$ cat src/include/aac_pkg.sv
// Constants, field layout and carrier types for the auxiliary converter control.
// Assumes one 100 MHz clock domain; shared by the control top and the averager.
package aac_pkg;

  // ********************************************************************
  // Register map
  // ********************************************************************
  localparam logic [7:0] AAC_ADDR_FIRST_HI = 8'h1a;
  localparam logic [7:0] AAC_ADDR_FIRST_LO = 8'h1b;
  localparam logic [7:0] AAC_ADDR_SECOND_HI = 8'h1c;
  localparam logic [7:0] AAC_ADDR_SECOND_LO = 8'h1d;
  localparam logic [7:0] AAC_ADDR_CTRL = 8'h22;
  localparam logic [7:0] AAC_CTRL_RESET = 8'h00;
  localparam logic [7:0] AAC_READ_ZERO = 8'h00;

  // ********************************************************************
  // Result layout and averaging
  // ********************************************************************
  localparam int AAC_RESULT_W = 10;
  localparam int AAC_HI_LSB = 2;
  localparam int AAC_LO_W = 2;
  localparam int AAC_COUNT_W = 3;
  localparam int AAC_ACC_W = 16;
  localparam int AAC_REMAIN_W = 7;
  localparam logic [2:0] AAC_CODE_RESERVED = 3'h7;
  localparam logic [9:0] AAC_RESULT_RESET = 10'h000;

  // Control register fields, msb first
  typedef struct packed {
    logic side_port_enable;
    logic side_port_owner_select;
    logic ref_internal_second;
    logic spare;
    logic start_second;
    logic ref_internal_first;
    logic first_conv_input_one;
    logic start_first;
  } aac_ctrl_t;

  // Sample return from one converter: done pulse and data
  typedef struct packed {
    logic done;
    logic [AAC_RESULT_W-1:0] data;
  } aac_sample_t;

  typedef enum logic [0:0] {
    AAC_IDLE = 1'b0,
    AAC_WAIT = 1'b1
  } aac_state_t;

endpackage

$ cat src/rtl/aac_average.sv
// Averaging sequencer for one housekeeping converter.
// Assumes the converter answers each sample_start with one done pulse on the same clock.
module aac_average import aac_pkg::*; #(
  parameter int RESULT_W = AAC_RESULT_W
) (
  input wire logic clk,
  input wire logic reset,
  input wire logic ce,
  input wire logic start,
  input wire logic [AAC_COUNT_W-1:0] count_code,
  input wire aac_sample_t sample_in,
  output logic sample_start,
  output logic busy,
  output logic result_valid,
  output logic [RESULT_W-1:0] result
);

  // ********************************************************************
  // Sequencer state
  // ********************************************************************
  aac_state_t state, next_state;
  logic [AAC_ACC_W-1:0] acc, next_acc;
  logic [AAC_REMAIN_W-1:0] remain, next_remain;
  logic [AAC_COUNT_W-1:0] shift, next_shift;
  logic next_sample_start, next_result_valid;
  logic [RESULT_W-1:0] next_result;
  logic [AAC_ACC_W-1:0] sum;

  // Next values; reserved code is refused so no start reaches the converter
  always_comb begin
    next_state = state;
    next_acc = acc;
    next_remain = remain;
    next_shift = shift;
    next_sample_start = 1'b0;
    next_result_valid = 1'b0;
    next_result = result;
    sum = acc + AAC_ACC_W'(sample_in.data);
    case (state)
      AAC_IDLE: begin
        if (start && count_code != AAC_CODE_RESERVED) begin
          next_acc = '0;
          next_remain = AAC_REMAIN_W'((1 << count_code) - 1);
          next_shift = count_code;
          next_sample_start = 1'b1;
          next_state = AAC_WAIT;
        end
      end
      AAC_WAIT: begin
        if (sample_in.done) begin
          next_acc = sum;
          if (remain == '0) begin
            // Power-of-two count, so the mean is a plain shift
            next_result = RESULT_W'(sum >> shift);
            next_result_valid = 1'b1;
            next_state = AAC_IDLE;
          end else begin
            next_remain = remain - 1'b1;
            next_sample_start = 1'b1;
          end
        end
      end
      default: next_state = AAC_IDLE;
    endcase
  end

  // Registers, frozen while ce is low
  always_ff @(posedge clk) begin
    if (reset) begin
      state <= AAC_IDLE;
      acc <= '0;
      remain <= '0;
      shift <= '0;
      sample_start <= 1'b0;
      result_valid <= 1'b0;
      result <= '0;
    end else if (ce) begin
      state <= next_state;
      acc <= next_acc;
      remain <= next_remain;
      shift <= next_shift;
      sample_start <= next_sample_start;
      result_valid <= next_result_valid;
      result <= next_result;
    end
  end

  assign busy = (state != AAC_IDLE);

  // ********************************************************************
  // Checks
  // ********************************************************************
  property p_reserved_refused;
    @(posedge clk) disable iff (reset)
      (ce && state == AAC_IDLE && start && count_code == AAC_CODE_RESERVED)
      |=> state == AAC_IDLE && !sample_start;
  endproperty
  a_reserved_refused: assert property (p_reserved_refused)
    else $error("reserved count code started a conversion");

  property p_launch;
    @(posedge clk) disable iff (reset)
      (ce && state == AAC_IDLE && start && count_code != AAC_CODE_RESERVED)
      |=> sample_start && state == AAC_WAIT;
  endproperty
  a_launch: assert property (p_launch)
    else $error("start did not launch a sample");

  property p_single_sample;
    @(posedge clk) disable iff (reset)
      (ce && state == AAC_WAIT && shift == '0 && sample_in.done)
      |=> result_valid && result == $past(sample_in.data);
  endproperty
  a_single_sample: assert property (p_single_sample)
    else $error("one-sample average differs from the sample");

endmodule

$ cat src/rtl/aac_control.sv
// Control of two housekeeping converters: register port, side port and result storage.
// Assumes register port and converters share clk; side-port start pin is asynchronous.

// Summary of operation
// - Result registers hold last conversion per converter; writes leave them unchanged.
// - First converter has a two-input mux chosen by a control bit.
// - Each 10-bit result reads as upper eight bits plus low bits.
// - Bit 7 lets the side port start and read one converter.
// - Bit 6 low gives side port to first converter, high to second.
// - Bits 5 and 2 high pick internal reference, default external.
// - Bit 1 low samples input two, high samples input one.
// - Start bits 3 and 0 launch conversions and always read zero.
// - Sample-count code selects 1 to 64 averaged samples; code 7 unused.
module aac_control import aac_pkg::*; #(
  parameter int RESULT_W = AAC_RESULT_W
) (
  input wire logic clk,
  input wire logic reset,
  input wire logic ce,
  input wire logic [7:0] reg_addr,
  input wire logic reg_write,
  input wire logic [7:0] reg_wdata,
  input wire logic reg_read,
  output logic [7:0] reg_rdata,
  input wire logic [AAC_COUNT_W-1:0] avg_count_code,
  input wire logic side_start_pin,
  output logic side_done,
  output logic [RESULT_W-1:0] side_result,
  output logic first_start,
  output logic second_start,
  input wire aac_sample_t first_sample,
  input wire aac_sample_t second_sample,
  output logic first_conv_input_one,
  output logic first_ref_internal,
  output logic second_ref_internal
);

  // ********************************************************************
  // State
  // ********************************************************************
  aac_ctrl_t ctrl, next_ctrl;
  logic [RESULT_W-1:0] res_first, next_res_first;
  logic [RESULT_W-1:0] res_second, next_res_second;
  logic [7:0] next_rdata;
  logic next_side_done;
  logic [RESULT_W-1:0] next_side_result;
  logic [1:0] side_sync;
  logic side_prev;
  logic side_edge;
  logic ctrl_write;
  aac_ctrl_t wr_fields;
  logic go_first, go_second;
  logic [1:0] avg_start, avg_busy, avg_valid, avg_launch;
  logic [RESULT_W-1:0] avg_result [2];
  aac_sample_t samples [2];

  // Read decode: results split into upper eight and low bits
  function automatic logic [7:0] read_mux(input logic [7:0] addr, input aac_ctrl_t c,
                                          input logic [RESULT_W-1:0] ra,
                                          input logic [RESULT_W-1:0] rb);
    logic [7:0] v;
    v = AAC_READ_ZERO;
    if (addr == AAC_ADDR_FIRST_HI) begin
      v = ra[RESULT_W-1:AAC_HI_LSB];
    end else if (addr == AAC_ADDR_FIRST_LO) begin
      v = 8'(ra[AAC_LO_W-1:0]);
    end else if (addr == AAC_ADDR_SECOND_HI) begin
      v = rb[RESULT_W-1:AAC_HI_LSB];
    end else if (addr == AAC_ADDR_SECOND_LO) begin
      v = 8'(rb[AAC_LO_W-1:0]);
    end else if (addr == AAC_ADDR_CTRL) begin
      v = c;
    end
    return v;
  endfunction

  // ********************************************************************
  // Start requests
  // ********************************************************************
  // Side pin edge only after two flops; a held pin starts one conversion
  assign side_edge = side_sync[1] & ~side_prev;
  assign ctrl_write = reg_write && reg_addr == AAC_ADDR_CTRL;
  // Field view of the write data, so start bits are picked by name
  assign wr_fields = aac_ctrl_t'(reg_wdata);
  assign go_first = (ctrl_write && wr_fields.start_first)
    || (side_edge && ctrl.side_port_enable && !ctrl.side_port_owner_select);
  assign go_second = (ctrl_write && wr_fields.start_second)
    || (side_edge && ctrl.side_port_enable && ctrl.side_port_owner_select);
  // A start while busy is dropped rather than queued
  assign avg_start = {go_second & ~avg_busy[1], go_first & ~avg_busy[0]};
  assign samples[0] = first_sample;
  assign samples[1] = second_sample;

  // One averager per converter
  generate
    for (genvar i = 0; i < 2; i++) begin : g_avg
      aac_average #(.RESULT_W(RESULT_W)) u_avg (
        .clk(clk),
        .reset(reset),
        .ce(ce),
        .start(avg_start[i]),
        .count_code(avg_count_code),
        .sample_in(samples[i]),
        .sample_start(avg_launch[i]),
        .busy(avg_busy[i]),
        .result_valid(avg_valid[i]),
        .result(avg_result[i])
      );
    end
  endgenerate

  // ********************************************************************
  // Next values
  // ********************************************************************
  always_comb begin
    next_ctrl = ctrl;
    if (ctrl_write) begin
      next_ctrl = reg_wdata;
      next_ctrl.start_first = 1'b0;
      next_ctrl.start_second = 1'b0;
    end
    // Whole 10-bit word stored at once, halves never mixed
    next_res_first = avg_valid[0] ? avg_result[0] : res_first;
    next_res_second = avg_valid[1] ? avg_result[1] : res_second;
    next_rdata = reg_read ? read_mux(reg_addr, ctrl, res_first, res_second) : reg_rdata;
    // Side port sees only the converter it owns
    next_side_done = ctrl.side_port_enable
      && (ctrl.side_port_owner_select ? avg_valid[1] : avg_valid[0]);
    next_side_result = side_result;
    if (next_side_done) begin
      next_side_result = ctrl.side_port_owner_select ? avg_result[1] : avg_result[0];
    end
  end

  // Registers, all frozen while ce is low
  always_ff @(posedge clk) begin
    if (reset) begin
      ctrl <= AAC_CTRL_RESET;
      res_first <= AAC_RESULT_RESET;
      res_second <= AAC_RESULT_RESET;
      reg_rdata <= AAC_READ_ZERO;
      side_done <= 1'b0;
      side_result <= AAC_RESULT_RESET;
      side_sync <= 2'h0;
      side_prev <= 1'b0;
      first_start <= 1'b0;
      second_start <= 1'b0;
      first_conv_input_one <= 1'b0;
      first_ref_internal <= 1'b0;
      second_ref_internal <= 1'b0;
    end else if (ce) begin
      ctrl <= next_ctrl;
      res_first <= next_res_first;
      res_second <= next_res_second;
      reg_rdata <= next_rdata;
      side_done <= next_side_done;
      side_result <= next_side_result;
      side_sync <= {side_sync[0], side_start_pin};
      side_prev <= side_sync[1];
      first_start <= avg_launch[0];
      second_start <= avg_launch[1];
      first_conv_input_one <= next_ctrl.first_conv_input_one;
      first_ref_internal <= next_ctrl.ref_internal_first;
      second_ref_internal <= next_ctrl.ref_internal_second;
    end
  end

  // ********************************************************************
  // Checks
  // ********************************************************************
  property p_start_zero;
    @(posedge clk) disable iff (reset)
      !ctrl.start_first && !ctrl.start_second;
  endproperty
  a_start_zero: assert property (p_start_zero)
    else $error("start bit held in control register");

  property p_result_hold;
    @(posedge clk) disable iff (reset)
      !(ce && avg_valid[0]) |=> $stable(res_first);
  endproperty
  a_result_hold: assert property (p_result_hold)
    else $error("first result changed without a completion");

  property p_result_load;
    @(posedge clk) disable iff (reset)
      (ce && avg_valid[1]) |=> res_second == $past(avg_result[1]);
  endproperty
  a_result_load: assert property (p_result_load)
    else $error("second result not loaded whole");

  property p_read_split;
    @(posedge clk) disable iff (reset)
      (ce && reg_read && reg_addr == AAC_ADDR_FIRST_HI)
      |=> reg_rdata == $past(res_first[RESULT_W-1:AAC_HI_LSB]);
  endproperty
  a_read_split: assert property (p_read_split)
    else $error("upper result byte read wrong");

  property p_side_gate;
    @(posedge clk) disable iff (reset)
      (side_edge && !ctrl.side_port_enable && !ctrl_write) |-> avg_start == 2'h0;
  endproperty
  a_side_gate: assert property (p_side_gate)
    else $error("side port started while disabled");

  property p_side_owner;
    @(posedge clk) disable iff (reset)
      (side_edge && ctrl.side_port_enable && !ctrl_write && !ctrl.side_port_owner_select)
      |-> !go_second && go_first;
  endproperty
  a_side_owner: assert property (p_side_owner)
    else $error("side port drove the wrong converter");

  property p_ref_follow;
    @(posedge clk) disable iff (reset)
      ce |=> first_ref_internal == ctrl.ref_internal_first
        && second_ref_internal == ctrl.ref_internal_second;
  endproperty
  a_ref_follow: assert property (p_ref_follow)
    else $error("reference select out of step");

  property p_mux_follow;
    @(posedge clk) disable iff (reset)
      (ce && ctrl_write) |=> first_conv_input_one == $past(wr_fields.first_conv_input_one);
  endproperty
  a_mux_follow: assert property (p_mux_follow)
    else $error("input select did not follow write");

endmodule

$ cat config.mk
export PLATFORM = sky130hd
export DESIGN_NAME = aac_control
export DESIGN_NICKNAME = d
export VERILOG_FILES = /design/src/include/aac_pkg.sv /design/src/rtl/aac_average.sv /design/src/rtl/aac_control.sv
export SDC_FILE = /design/constraint.sdc
export NUM_CORES = 1
export LEC_CHECK = 0
export BUFFER_PORTS_ARGS = -buffer_cell sky130_fd_sc_hd__buf_2
export CORE_ASPECT_RATIO = 0.8
export CORE_MARGIN = 5
export CORE_UTILIZATION = 30
export DETAILED_ROUTE_END_ITERATION = 8
export PLACE_DENSITY = 0.44
export SLEW_MARGIN = 25
export SYNTH_ARGS = -nofsm -noshare
export SYNTH_HDL_FRONTEND = slang
export SYNTH_SLANG_ARGS = --single-unit
export TNS_END_PERCENT = 20
$ cat constraint.sdc
create_clock -name clk -period 3.7 [get_ports clk]
set_input_delay 0.74 -clock clk [delete_from_list [all_inputs] [get_ports clk]]
set_output_delay 0.74 -clock clk [all_outputs]
set_load 0.02 [all_outputs]
; Yosys cells after proc, flatten, opt, wreduce, memory -nomap -nowiden
; Index checks and enable logic that the tools add are counted.
[classes]
bitwise = 6
eq_ne = 12
reduce_logical = 27
n_div = 0
order_cmp = 0
shifts = 3
muxes = 39
mul = 0
addsub = 5
[ops]
columns = cell, count
row1 = 2-to-1 mux 16 bit, 4
row2 = one-hot mux 16 bit (2 select lines), 2
row3 = 2-to-1 mux 7 bit, 6
row4 = 2-to-1 mux 8 bit, 5
row5 = adder 16 x 10 -> 16 bit, 2
row6 = "== test 8 x 5 -> 1 bit, second input constant", 4
row7 = >> shifter 16 x 3 -> 10 bit, 2
row8 = one-hot mux 7 bit (2 select lines), 2
row9 = AND reduction 4 bit, 4
row10 = 2-to-1 mux 1 bit, 15
row11 = logical NOT 7 bit, 2
row12 = "subtractor 7 x 1 -> 7 bit, second input constant", 2
row13 = AND reduction 3 bit, 4
row14 = 2-to-1 mux 10 bit, 1
row15 = AND reduction 2 bit, 5
row16 = logical AND 1 bit, 9
row17 = "== test 8 x 6 -> 1 bit, second input constant", 1
row18 = "!= test 2 bit, second input constant", 4
row19 = one-hot mux 1 bit (2 select lines), 4
row20 = "<< shifter 1 x 3 -> 7 bit, first input constant", 1
row21 = "subtractor 7 x 2 -> 7 bit, second input constant", 1
row22 = "!= test 2 x 1 -> 1 bit, second input constant", 2
row23 = AND 1 bit, 3
row24 = "!= test 3 bit, second input constant", 1
row25 = other kinds (3), 6
[totals]
output_inout_bits = 24
mem_count = 0
rom_bits = 0
input_bits = 47
latchBits = 0
mem_bits_rw = 0
reg_bits = 128

; Logic depth before layout (Yosys ltp)
; Gate-level depths: netlist (run 1).
[depth]
depth_word = 9
ltp_mapped = 12

; Modules after synthesis
; Synthesis (run 1) repeated with hierarchy kept, for this count alone.
[unflattened]
hier_cells = 1062
area_unflattened_um2 = 8121.5
[modules_own_cells]
columns = mod, cells_per_inst, area_per_inst_um2, n_inst, seq_area_each_um2
row1 = aac_average (g_avg[1].u_avg), 422, 3150.5, 1, 780.7
row2 = aac_average (g_avg[0].u_avg), 369, 2737.6, 1, 780.7
row3 = aac_control, 271, 2233.4, 1, 1001.0

; Least setup slack after synthesis (run 1)
; Ideal clock, no wire load.
[synth_path]
path_kind = input to register
start = input second_sample[0] (netlist bit)
end = register g_avg[1].u_avg.result[7]
setup_ps = 120
t_arrival_ps = 2952
path_buffers = 0
setup_slack_ps = 628
required_ps = 3580
cell_stages = 11
cell_sequence = ha_1 inv_1 fa_1 nor2b_1 o311ai_1 and4b_1 or3_1 xor2_1 o22ai_1 a21o_1 a211o_1
[synth_via]
elab_chain_cells = 2
[synth_rtl]
columns = item, line
row1 = "start, declared", aac_control.sv:32  ; input wire aac_sample_t second_sample,
row2 = adder 16 x 10 -> 16 bit, aac_average.sv:38  ; sum = acc + AAC_ACC_W'(sample_in.data);
row3 = >> shifter 16 x 3 -> 10 bit, aac_average.sv:54  ; next_result = RESULT_W'(sum >> shift);
row4 = "end signal, assigned", aac_average.sv:84  ; result <= next_result;
row5 = "end, declared", aac_average.sv:15  ; output logic [RESULT_W-1:0] result
; Every way passes these cells.
; A chain may end at the register's enable or synchronous reset.

; Worst setup path after layout (run 1)
[layout_path]
start = input first_sample[0] (netlist bit)
end = register g_avg[0].u_avg.result[2]
[layout_via]
elab_chain_cells = 2
[layout_rtl]
columns = item, line
row1 = "start, declared", aac_control.sv:31  ; input wire aac_sample_t first_sample,
row2 = adder 16 x 10 -> 16 bit, aac_average.sv:38
row3 = >> shifter 16 x 3 -> 10 bit, aac_average.sv:54
row4 = "end signal, assigned", aac_average.sv:84
row5 = "end, declared", aac_average.sv:15
; Every way passes these cells.

==> results of run 1 <==
==> per-layer routing <==
layer | up-vias | part of all wire [%] | wire length [microns] | global-route usage [%]
li1 | 3611 | - | - | -
met1 | 3331 | 56 | 13200 | 26.5
met2 | 132 | 39 | 9270 | 20.8
met3 | 17 | 4.1 | 981 | 3.38
met4 | 0 | 0.87 | 205 | 3.48
met5 | - | 0 | 0 | 0
==> tightest hold or removal path, delay by kind of cell (launching register included) <==
kind / cells / cell delay, ps
AOI/OAI and AO/OA: 1 / 50
DFF: 1 / 310
and+or+nand+nor: 1 / 50
==> per-stage QoR <==
| stage | hold WS (ps) | power, mW |
|---|---|---|
| floorplan | 431 | 1.55 |
| global placement | 442 | 1.63 |
| detailed placement | 444 | 1.63 |
| CTS | 453 | 3.40 |
| global route | 471 | 3.47 |
| finish | 452 | 3.34 |
==> cell families after synthesis <==
family	Yosys count	synth area share, %
compound gates	265	22.7
simple gates	357	21.5
mux	67	10.2
flops	128	33.2
buf+inv	94	4.68
xor+xnor	30	3.40
fa+ha+maj	25	4.25
==> worst min path at each step <==
| stage | slack, ps | from | cells after the start | endpoint |
|---|---|---|---|---|
| final | 450 | res_first[3] | 2 | res_first[3] |
| after global routing | 470 | res_first[3] | 2 | res_first[3] |
| after CTS | 450 | res_first[3] | 2 | res_first[3] |
| after detailed placement | 440 | res_first[3] | 2 | res_first[3] |
| after global placement | 440 | reg_rdata[0] | 2 | reg_rdata[0] |
| after floorplan | 430 | res_first[9] | 2 | reg_rdata[7] |
==> registers in the layout, indices dropped and copies added, names as in the netlist <==
name and count:
g_avg.u_avg.acc 32, g_avg.u_avg.result 20, g_avg.u_avg.remain 14, res_first 10, res_second 10, side_result 10, reg_rdata 8, ctrl 6
g_avg.u_avg.shift 6, g_avg.u_avg.busy 2, g_avg.u_avg.result_valid 2, g_avg.u_avg.sample_start 2, side_sync 2, first_start 1, second_start 1, side_done 1
side_prev 1
==> layout make-up <==
class | count | area, sq um
clock buffer | 17 | 425
clock inverter | 15 | 171
fill | 2679 | 16300
inverter | 26 | 97.6
multi-input combinational | 744 | 4800
sequential | 128 | 2560
tap | 324 | 405
timing repair buffer | 92 | 518
==> power breakdown <==
part           switching, mW  internal, mW  total (mW)  leakage, nW
logic                  0.136        0.0789       0.215         2.14
clock network          0.728          1.01        1.74        0.286
registers            0.00416          1.38        1.39         1.03
total                  0.868          2.48        3.34         3.45
==> layout by cell type (no fill, tap or decap), types with 9 or more instances in the layout <==
| master | count |
|---|---|
| a211oi_1 | 31 |
| a21o_1 | 14 |
| a21oi_1 | 97 |
| and2_1 | 12 |
| buf_2 | 69 |
| buf_4 | 23 |
| clkbuf_16 | 17 |
| dfxtp_1 | 128 |
| ha_1 | 23 |
| inv_1 | 25 |
| mux2i_1 | 55 |
| nand2_1 | 111 |
| nand3_1 | 34 |
| nand4_1 | 12 |
| nor2_1 | 105 |
| nor2b_1 | 9 |
| nor3_1 | 30 |
| o21a_1 | 10 |
| o21ai_0 | 32 |
| o22ai_1 | 10 |
| xnor2_1 | 18 |
| xor2_1 | 12 |
==> results_dict.tcl, run 1 <==
set metrics [dict create \
    status "finished clean" \
    worst_slack_ps 593 \
    synthFlopType "dfxtp_1" \
    required_ps 4050 \
    p_leak_nw 3.45 \
    place_inst 1314 \
    vias 7091 \
    crit_type "input pin to flop" \
    yosysWarnings 0 \
    fin_worst_skew_ps 9.53 \
    grt_max_degree 54 \
    path_max_fanout 5 \
    slew_headroom_pct 48.8 \
    io_buffers 70 \
    die_height_microns 154 \
    r2r-start "g_avg[0].u_avg.acc[0]" \
    clock_latency_ps 430 \
    final_core_utilization_pct 35.5 \
    totalNegativeSetupSlack_ps 0 \
    r2r_end "g_avg[0].u_avg.result[2]" \
    cts_sinks 128 \
    critPathCaptureType "flop" \
    crit_chain "buf_2 > ha_1 > inv_1 > fa_1 > nor2b_1 > o2111ai_1 > nand3b_1 > o22ai_1 > xnor2_1 > a21oi_1 > mux4_2 > a211oi_1" \
    floorplan.initialDensity_pct 30.5 \
    area_delta_synth_final_pct 16.3 \
    arrival_ps 3450 \
    yosysMostFrequentCell "dfxtp_1" \
    placedInstanceArea_sq_um 8390 \
    post-dp-hpwl_microns 17500 \
    seq_area_frac_synth_pct 33.2 \
    rows 52 \
    hold_viol 0 \
    grt_use_total_pct 16.1 \
    numCtsBuffers 17 \
    syn_nets 1038 \
    maxCapViolCount 0 \
    clock_path_buffers 2 \
    hold_class "flop to flop" \
    dieArea_sq_um 29100 \
    antenna_found_initial 0 \
    cp_num_cells 12 \
    dr.pass1.iters 5 \
    htreeDepth 4 \
    syn_inst 966 \
    cts-root-buf "clkbuf_16" \
    drive_gt1_share_pct 14.5 \
    yosysTopAreaCellShare_pct 33.2 \
    tightest_slew_ps 762 \
    routed_wl_microns 23600 \
    wl_per_cell_microns 17.6 \
    design_area_sq_um 8980 \
    hold_buffers 0 \
    grt_pass1_vias 6430 \
    place_ws_ps 208 \
    synth_enable_flop_cells 0 \
    path_delay_family "compound AO/OA/AOI/OAI gates" \
    setup_viol 0 \
    grt_pass1_wl_microns 37600 \
    async_flop_share_pct 0 \
    ir_drop_mv 0.323 \
    synth_area_leaders "dfxtp_1 (33%), mux2i_1 (7.1%), a21oi_1 (6.3%)" \
    synth_common_cells "dfxtp_1 (128), nand2_1 (111), nor2_1 (105)" \
    ioPinCount 71 \
    cts_tree "yes" \
    drtAntennaViolNets 0 \
    worst_path_max_delay_cell "mux4_2" \
    fin_crit_sh_pct 84.0 \
    design.core.area_sq_um 25300 \
    drc_errors 0 \
    ys_seq_elements 128 \
    netlist_area_sq_um 7720 \
    power_density_nw_per_um2 372 \
    reg2reg_slack_ps 630 \
    crit_path_end "g_avg[0].u_avg.result[2]" \
    clk_pin_slew_ps 70 \
    layoutNonFillerInstCount 1346 \
    synth.avg_cell_area_sq_um 7.99 \
    critPathLaunchType "input pin" \
    n_antenna_cell 0 \
    reg2reg_depth 11 \
    rsz0062_at_grt "false" \
    period_minus_slack_ps 3110 \
    drv_slew 0 \
    cp_num_buf_inv 2 \
    synth.distinct_cells 73 \
    yosysTopAreaCell "dfxtp_1" \
    cts_setup_buffers 0 \
    crit_start "first_sample[0]" \
    max_clock_freq_mhz 322 \
    post_cts_resized 0 \
    gp_congestion 0.804 \
    slowest_delay_ps 500 \
    drt_iter0_drc 402 \
    fin_nets 1081 \
    overflow 0 \
    dieWidth_microns 189 \
    drt-vias-per-instance 5.27 \
]
No activity file was read; power rests on OpenSTA's default activity.
==> inputs of run 2 (changes only) <==
--- a/config.mk
+++ b/config.mk
@@ -10,7 +10,7 @@
 export CORE_MARGIN = 5
 export CORE_UTILIZATION = 30
 export DETAILED_ROUTE_END_ITERATION = 8
-export PLACE_DENSITY = 0.44
+export PLACE_DENSITY = 0.46
 export SLEW_MARGIN = 25
 export SYNTH_ARGS = -nofsm -noshare
 export SYNTH_HDL_FRONTEND = slang
==> constraint.sdc (replaced) <==
create_clock -name clk -period 2.6 [get_ports clk]
set_input_delay 0.52 -clock clk [delete_from_list [all_inputs] [get_ports clk]]
set_output_delay 0.52 -clock clk [all_outputs]
set_load 0.02 [all_outputs]
==> run 2 against run 1 <==
  * The flow now finishes with violations (setup timing)
  * Combinational power rose by 78%
  * Worst setup slack got worse by 710 ps
  * Clock power rose by 36%
  * Final area rose by 12%
  * Count of clock-buffer cells in the layout rose by 2
  * Global-route usage rose by 0.47 points
  * Utilization rose by 4.4 points
  * Sequential share of layout area fell by 3.1 points
  * Non-clock buffer count rose by 104
  * Via count rose by 5.4%
  * Critical path type is now flop to flop
  * Critical endpoint is now g_avg[1].u_avg.result[3]
  * Highest routed layer is now met5
==> results_dict.tcl, run 2 (synthesis results as in run 1) <==
set metrics [dict create \
    status "finished with violations" \
    violations "setup timing" \
    grt_use_met2_pct 22.7 \
    drtAntennaViolNets 0 \
    clkPwrFrac_pct 50.2 \
    drt_iter0_drc 530 \
    cts_sinks 128 \
    cts-root-buf "clkbuf_16" \
    path_max_fanout 4 \
    io_buffers 70 \
    clk_pin_slew_ps 60 \
    slowest_delay_ps 480 \
    reg_top3 "g_avg.u_avg.acc (32), g_avg.u_avg.result (20), g_avg.u_avg.remain (14)" \
    vias 7477 \
    drt-vias-per-instance 5.16 \
    clock_latency_ps 420 \
    use_met1_pct 26.4 \
    fin_worst_skew_ps 11.0 \
    design.core.area_sq_um 25300 \
    ioPinCount 71 \
    critPathCaptureType "flop" \
    post-dp-hpwl_microns 17700 \
    p_switching_mw 1.16 \
    n_antenna_cell 0 \
    grt_pass1_wl_microns 39200 \
    grtUsageMet3_pct 3.67 \
    fin_nets 1185 \
    arrival_ps 3060 \
    share_seq_of_total_power_pct 41.8 \
    fin_crit_sh_pct 105 \
    worstHoldPathCells 3 \
    area_delta_synth_final_pct 30.7 \
    largest_register_ffs 32 \
    clock_path_buffers 2 \
    tightest_slew_ps 596 \
    rsz0062_at_grt "true" \
    power_density_nw_per_um2 468 \
    layout_commonest_cell "buf_4" \
    die_height_microns 154 \
    crit_type "flop to flop" \
    switching_share_pct 24.5 \
    slew_headroom_pct 60.3 \
    placedInstanceArea_sq_um 9180 \
    grt_pass1_vias 6998 \
    power_mw 4.73 \
    overflow 0 \
    grt_max_degree 119 \
    maxCapViolCount 0 \
    place_inst 1412 \
    max_clock_freq_mhz 368 \
    dieWidth_microns 189 \
    required_ps 2950 \
    drv_slew 0 \
    final_cell_mix "buf_4 (124), dfxtp_1 (123), nand2_1 (110), nor2_1 (102), a21oi_1 (94)" \
    power_frac_comb_pct 8.1 \
    hold_class "input pin to flop" \
    p_int_mw 3.57 \
    ir_drop_mv 0.449 \
    htreeDepth 4 \
    drc_errors 0 \
    floorplan.initialDensity_pct 30.5 \
    routed_wl_microns 24200 \
    cts_tree "yes" \
    wl_per_cell_microns 16.7 \
    design_area_sq_um 10100 \
    p_leak_nw 4.05 \
    rows 52 \
    grt_use_total_pct 16.6 \
    crit_chain "ha_4 > inv_2 > fa_2 > nor2b_4 > o31a_1 > o21a_1 > o41ai_4 > xnor2_2 > mux2i_2 > mux4_2 > a211oi_2" \
    dieArea_sq_um 29100 \
    holdWs_ps 337 \
    gp_congestion 0.861 \
    seq_area_sq_um 2570 \
    setup_viol 7 \
    numCtsBuffers 17 \
    grt_busiest_layer "met1" \
    worst_slack_ps -117 \
    reg2reg_depth 11 \
    antenna_found_initial 1 \
    worst_path_max_delay_cell "mux4_2" \
    hold_viol 0 \
    layoutNonFillerInstCount 1449 \
    critPathLaunchType "flop" \
    num-fill-cells 2586 \
    period_minus_slack_ps 2720 \
    largest_register "g_avg.u_avg.acc" \
    dr.pass1.iters 5 \
    drive_gt1_share_pct 27.0 \
    place_ws_ps -550 \
    multi_input_area_sq_um 5120 \
]
[run 2: final cells by class]
class	count	area share [%]
tap	324	4.02
multi-input combinational	744	50.7
clock buffer	19	4.39
sequential	128	25.4
inverter	26	0.967
timing repair buffer	196	13.1
clock inverter	12	1.34
[run 2: timing repair]
item / in CTS / in global routing
setup buffers: 5 / 1
pin swaps: 15 / 14
setup endpoints to repair: 19 / 31
hold buffers: 0 / 0
resized for setup: 31 / 32
[run 2: through the flow]
stage | util (%) | TNS, ps
CTS | 39.3 | -240
global placement | 36.3 | -8720
global route | 39.9 | -2960
detailed placement | 36.3 | -9340
finish | 39.9 | -333
floorplan | - | -998
[run 2: layer usage]
| layer | vias to the layer above | share of wire [%] |
|---|---|---|
| met5 | - | 0.054 |
| met4 | 2 | 0.47 |
| met3 | 10 | 4.0 |
| met2 | 141 | 41 |
| met1 | 3504 | 55 |
| li1 | 3820 | - |
[run 2: worst paths after layout]
check	from	endpoint	slack, ps
worst max-delay path	g_avg[1].u_avg.acc[0]	g_avg[1].u_avg.result[3]	-120
worst min-delay path	reg_wdata[1]	ctrl[1]	340
worst max register to register	g_avg[1].u_avg.acc[0]	g_avg[1].u_avg.result[3]	-120
worst min register to register	g_avg[0].u_avg.acc[9]	g_avg[0].u_avg.acc[9]	450
[run 2: critical path: cells and delay by family, from the launching register on]
kind                     cells  cell delay, ps
AND/OR/NAND/NOR              1              60
adder cells (fa/ha/maj)      2             380
flip-flops                   1             330
XOR/XNOR                     1             210
buffers and inverters        1              50
AO/OA/AOI/OAI                4            1000
multiplexers                 2             630
[run 2: power by group through the flow]
| stage | Sequential, mW | Clock, mW | Combinational, mW |
|---|---|---|---|
| floorplan | 2.02 | 0 | 0.184 |
| global placement | 2.02 | 0 | 0.364 |
| detailed placement | 2.02 | 0 | 0.361 |
| CTS | 1.97 | 2.44 | 0.373 |
| global route | 1.97 | 2.53 | 0.418 |
| finish | 1.97 | 2.37 | 0.382 |
==> inputs of run 3 (changes only) <==
--- a/config.mk
+++ b/config.mk
@@ -6,11 +6,13 @@
 export NUM_CORES = 1
 export LEC_CHECK = 0
 export BUFFER_PORTS_ARGS = -buffer_cell sky130_fd_sc_hd__buf_2
+export CELL_PAD_IN_SITES_DETAIL_PLACEMENT = 0
+export CELL_PAD_IN_SITES_GLOBAL_PLACEMENT = 1
 export CORE_ASPECT_RATIO = 0.8
 export CORE_MARGIN = 5
 export CORE_UTILIZATION = 30
 export DETAILED_ROUTE_END_ITERATION = 8
-export PLACE_DENSITY = 0.46
+export PLACE_DENSITY = 0.58
 export SLEW_MARGIN = 25
 export SYNTH_ARGS = -nofsm -noshare
 export SYNTH_HDL_FRONTEND = slang
==> run 3 against run 2 <==
  * The flow still finishes with violations (setup timing)
  * Hold slack got worse by 9.4 ps
  * Register-to-register slack better by 40 ps
  * Clock power about the same
  * Die area stayed put
  * Final area is 0.59% lower
==> results_dict.tcl, run 3 (synthesis results as in run 1) <==
set metrics [dict create \
    crit_chain "ha_1 > a21o_1 > and4_4 > o211a_4 > a211oi_4 > o22ai_1 > a31o_1 > mux4_2 > a211oi_2" \
    ir_drop_mv 0.441 \
    area_delta_synth_final_pct 30.0 \
    maxCapViolCount 0 \
    dieArea_sq_um 29100 \
    violations "setup timing" \
    final_cell_mix "dfxtp_1 (125), buf_4 (118), nand2_1 (110), nor2_1 (104), a21oi_1 (92)" \
    grt_max_degree 119 \
    cts-root-buf "clkbuf_16" \
    power_density_nw_per_um2 471 \
    wl_per_cell_microns 17.4 \
    fin_worst_skew_ps 12.1 \
    totalNegativeSetupSlack_ps -318 \
    floorplan.initialDensity_pct 30.5 \
    ioPinCount 71 \
    status "finished with violations" \
    use_met1_pct 26.7 \
    grt_pass1_wl_microns 39800 \
    switching_share_pct 27.7 \
    grtUsageMet3_pct 2.88 \
    hold_viol 0 \
    grt_pass1_vias 7050 \
    htreeDepth 4 \
    setup_viol 10 \
    drv_slew 0 \
    dr.pass1.iters 4 \
    clock_path_buffers 2 \
    hold_class "input pin to flop" \
    slew_headroom_pct 58.8 \
    r2r_end "g_avg[0].u_avg.result[4]" \
    overflow 0 \
    fin_nets 1181 \
    clkPwrFrac_pct 50.3 \
    final_core_utilization_pct 39.7 \
    max_clock_freq_mhz 373 \
    r2r-start "g_avg[0].u_avg.acc[1]" \
    slowest_delay_ps 470 \
    drt_iter0_drc 498 \
    critPathCaptureType "flop" \
    largest_register_ffs 32 \
    vias 7403 \
    fin_crit_sh_pct 103 \
    tightest_slew_ps 618 \
    worst_path_max_delay_cell "mux4_2" \
    holdWs_ps 327 \
    worst_slack_ps -77.9 \
    reg_top3 "g_avg.u_avg.acc (32), g_avg.u_avg.result (20), g_avg.u_avg.remain (14)" \
    critPathLaunchType "flop" \
    reg2reg_depth 9 \
    p_leak_nw 3.97 \
    cts_tree "yes" \
    power_mw 4.72 \
    grt_busiest_layer "met1" \
    grt_use_total_pct 17.0 \
    path_delay_family "compound AO/OA/AOI/OAI gates" \
    cp_num_buf_inv 0 \
    period_minus_slack_ps 2680 \
    path_max_fanout 4 \
    layout_commonest_cell "dfxtp_1" \
    share_seq_of_total_power_pct 41.7 \
    grt_use_met2_pct 23.5 \
    n_antenna_cell 0 \
    post-dp-hpwl_microns 18500 \
    p_int_mw 3.41 \
    dieWidth_microns 189 \
    p_switching_mw 1.31 \
    design.core.area_sq_um 25300 \
    gp_congestion 0.830 \
    numCtsBuffers 17 \
    hold_end "ctrl[2]" \
    antenna_found_initial 1 \
    worstHoldPathCells 3 \
    reg2reg_slack_ps -80 \
    io_buffers 70 \
    drt-vias-per-instance 5.12 \
    die_height_microns 154 \
    clock_latency_ps 430 \
    drive_gt1_share_pct 26.4 \
    rsz0062_at_grt "true" \
    arrival_ps 3020 \
    hold_buffers 0 \
    routed_wl_microns 25100 \
    drc_errors 0 \
    power_frac_comb_pct 8.0 \
    rows 52 \
    clk_pin_slew_ps 70 \
    largest_register "g_avg.u_avg.acc" \
    drtAntennaViolNets 0 \
    min_from "reg_wdata[2]" \
    cts_sinks 128 \
    required_ps 2950 \
    crit_type "flop to flop" \
]
==> run 3: tightest hold or removal path, cell delays in order <==
cell	delay, ps
buf_2	70
mux2i_1	50
nor2_1	70
==> run 3: how the worst max path moves through the flow <==
| stage | start | to | slack (ps) | cells after the start |
|---|---|---|---|---|
| after CTS | g_avg[0].u_avg.acc[0] | g_avg[0].u_avg.result[6] | -100 | 12 |
| after global routing | g_avg[0].u_avg.acc[0] | g_avg[0].u_avg.result[6] | -180 | 12 |
| after floorplan | second_sample[0] | g_avg[1].u_avg.result[3] | -190 | 11 |
| after global placement | first_sample[0] | g_avg[0].u_avg.result[4] | -460 | 12 |
| after detailed placement | first_sample[0] | g_avg[0].u_avg.result[2] | -550 | 12 |
| final | g_avg[0].u_avg.acc[1] | g_avg[0].u_avg.result[4] | -80 | 9 |
==> run 3: metal layers <==
metal,wire [microns],vias to the layer above
li1,-,3807
met1,13800,3459
met2,10100,111
met3,815,24
met4,382,2
met5,13,-
==> run 3: cell type report <==
cell class / instances / area, sq um
Fill cell: 2625 / 15300
Sequential cell: 128 / 2570
Multi-Input combinational cell: 744 / 5060
Clock buffer: 17 / 425
Clock inverter: 15 / 163
Inverter: 26 / 97.6
Tap cell: 324 / 405
Timing Repair Buffer: 192 / 1310
==> run 3: stage by stage <==
| step | instances | cell area [sq um] | setup WS [ps] |
|---|---|---|---|
| 3_5_place_dp | 1411 | 9180 | -553 |
| 2_1_floorplan | 966 | 7760 | -188 |
| 4_1_cts | 1446 | 9980 | -98.0 |
| 6_report | 1446 | 10000 | -77.9 |
| 5_1_grt | 1446 | 10000 | -185 |
| 3_3_place_gp | 1411 | 9180 | -460 |
==> run 3: repair_timing <==
action	CTS	global route
setup buffers	3	0
pin swaps	17	9
gates resized for setup	40	17
setup endpoints to repair	20	26
==> run 3: power by group through the flow <==
stage | Sequential [mW] | Clock [mW] | Combinational (mW)
3_5_place_dp | 2.02 | 0 | 0.359
5_1_grt | 1.97 | 2.53 | 0.409
2_1_floorplan | 2.02 | 0 | 0.184
6_report | 1.97 | 2.38 | 0.377
4_1_cts | 1.97 | 2.44 | 0.372
3_3_place_gp | 2.02 | 0 | 0.359
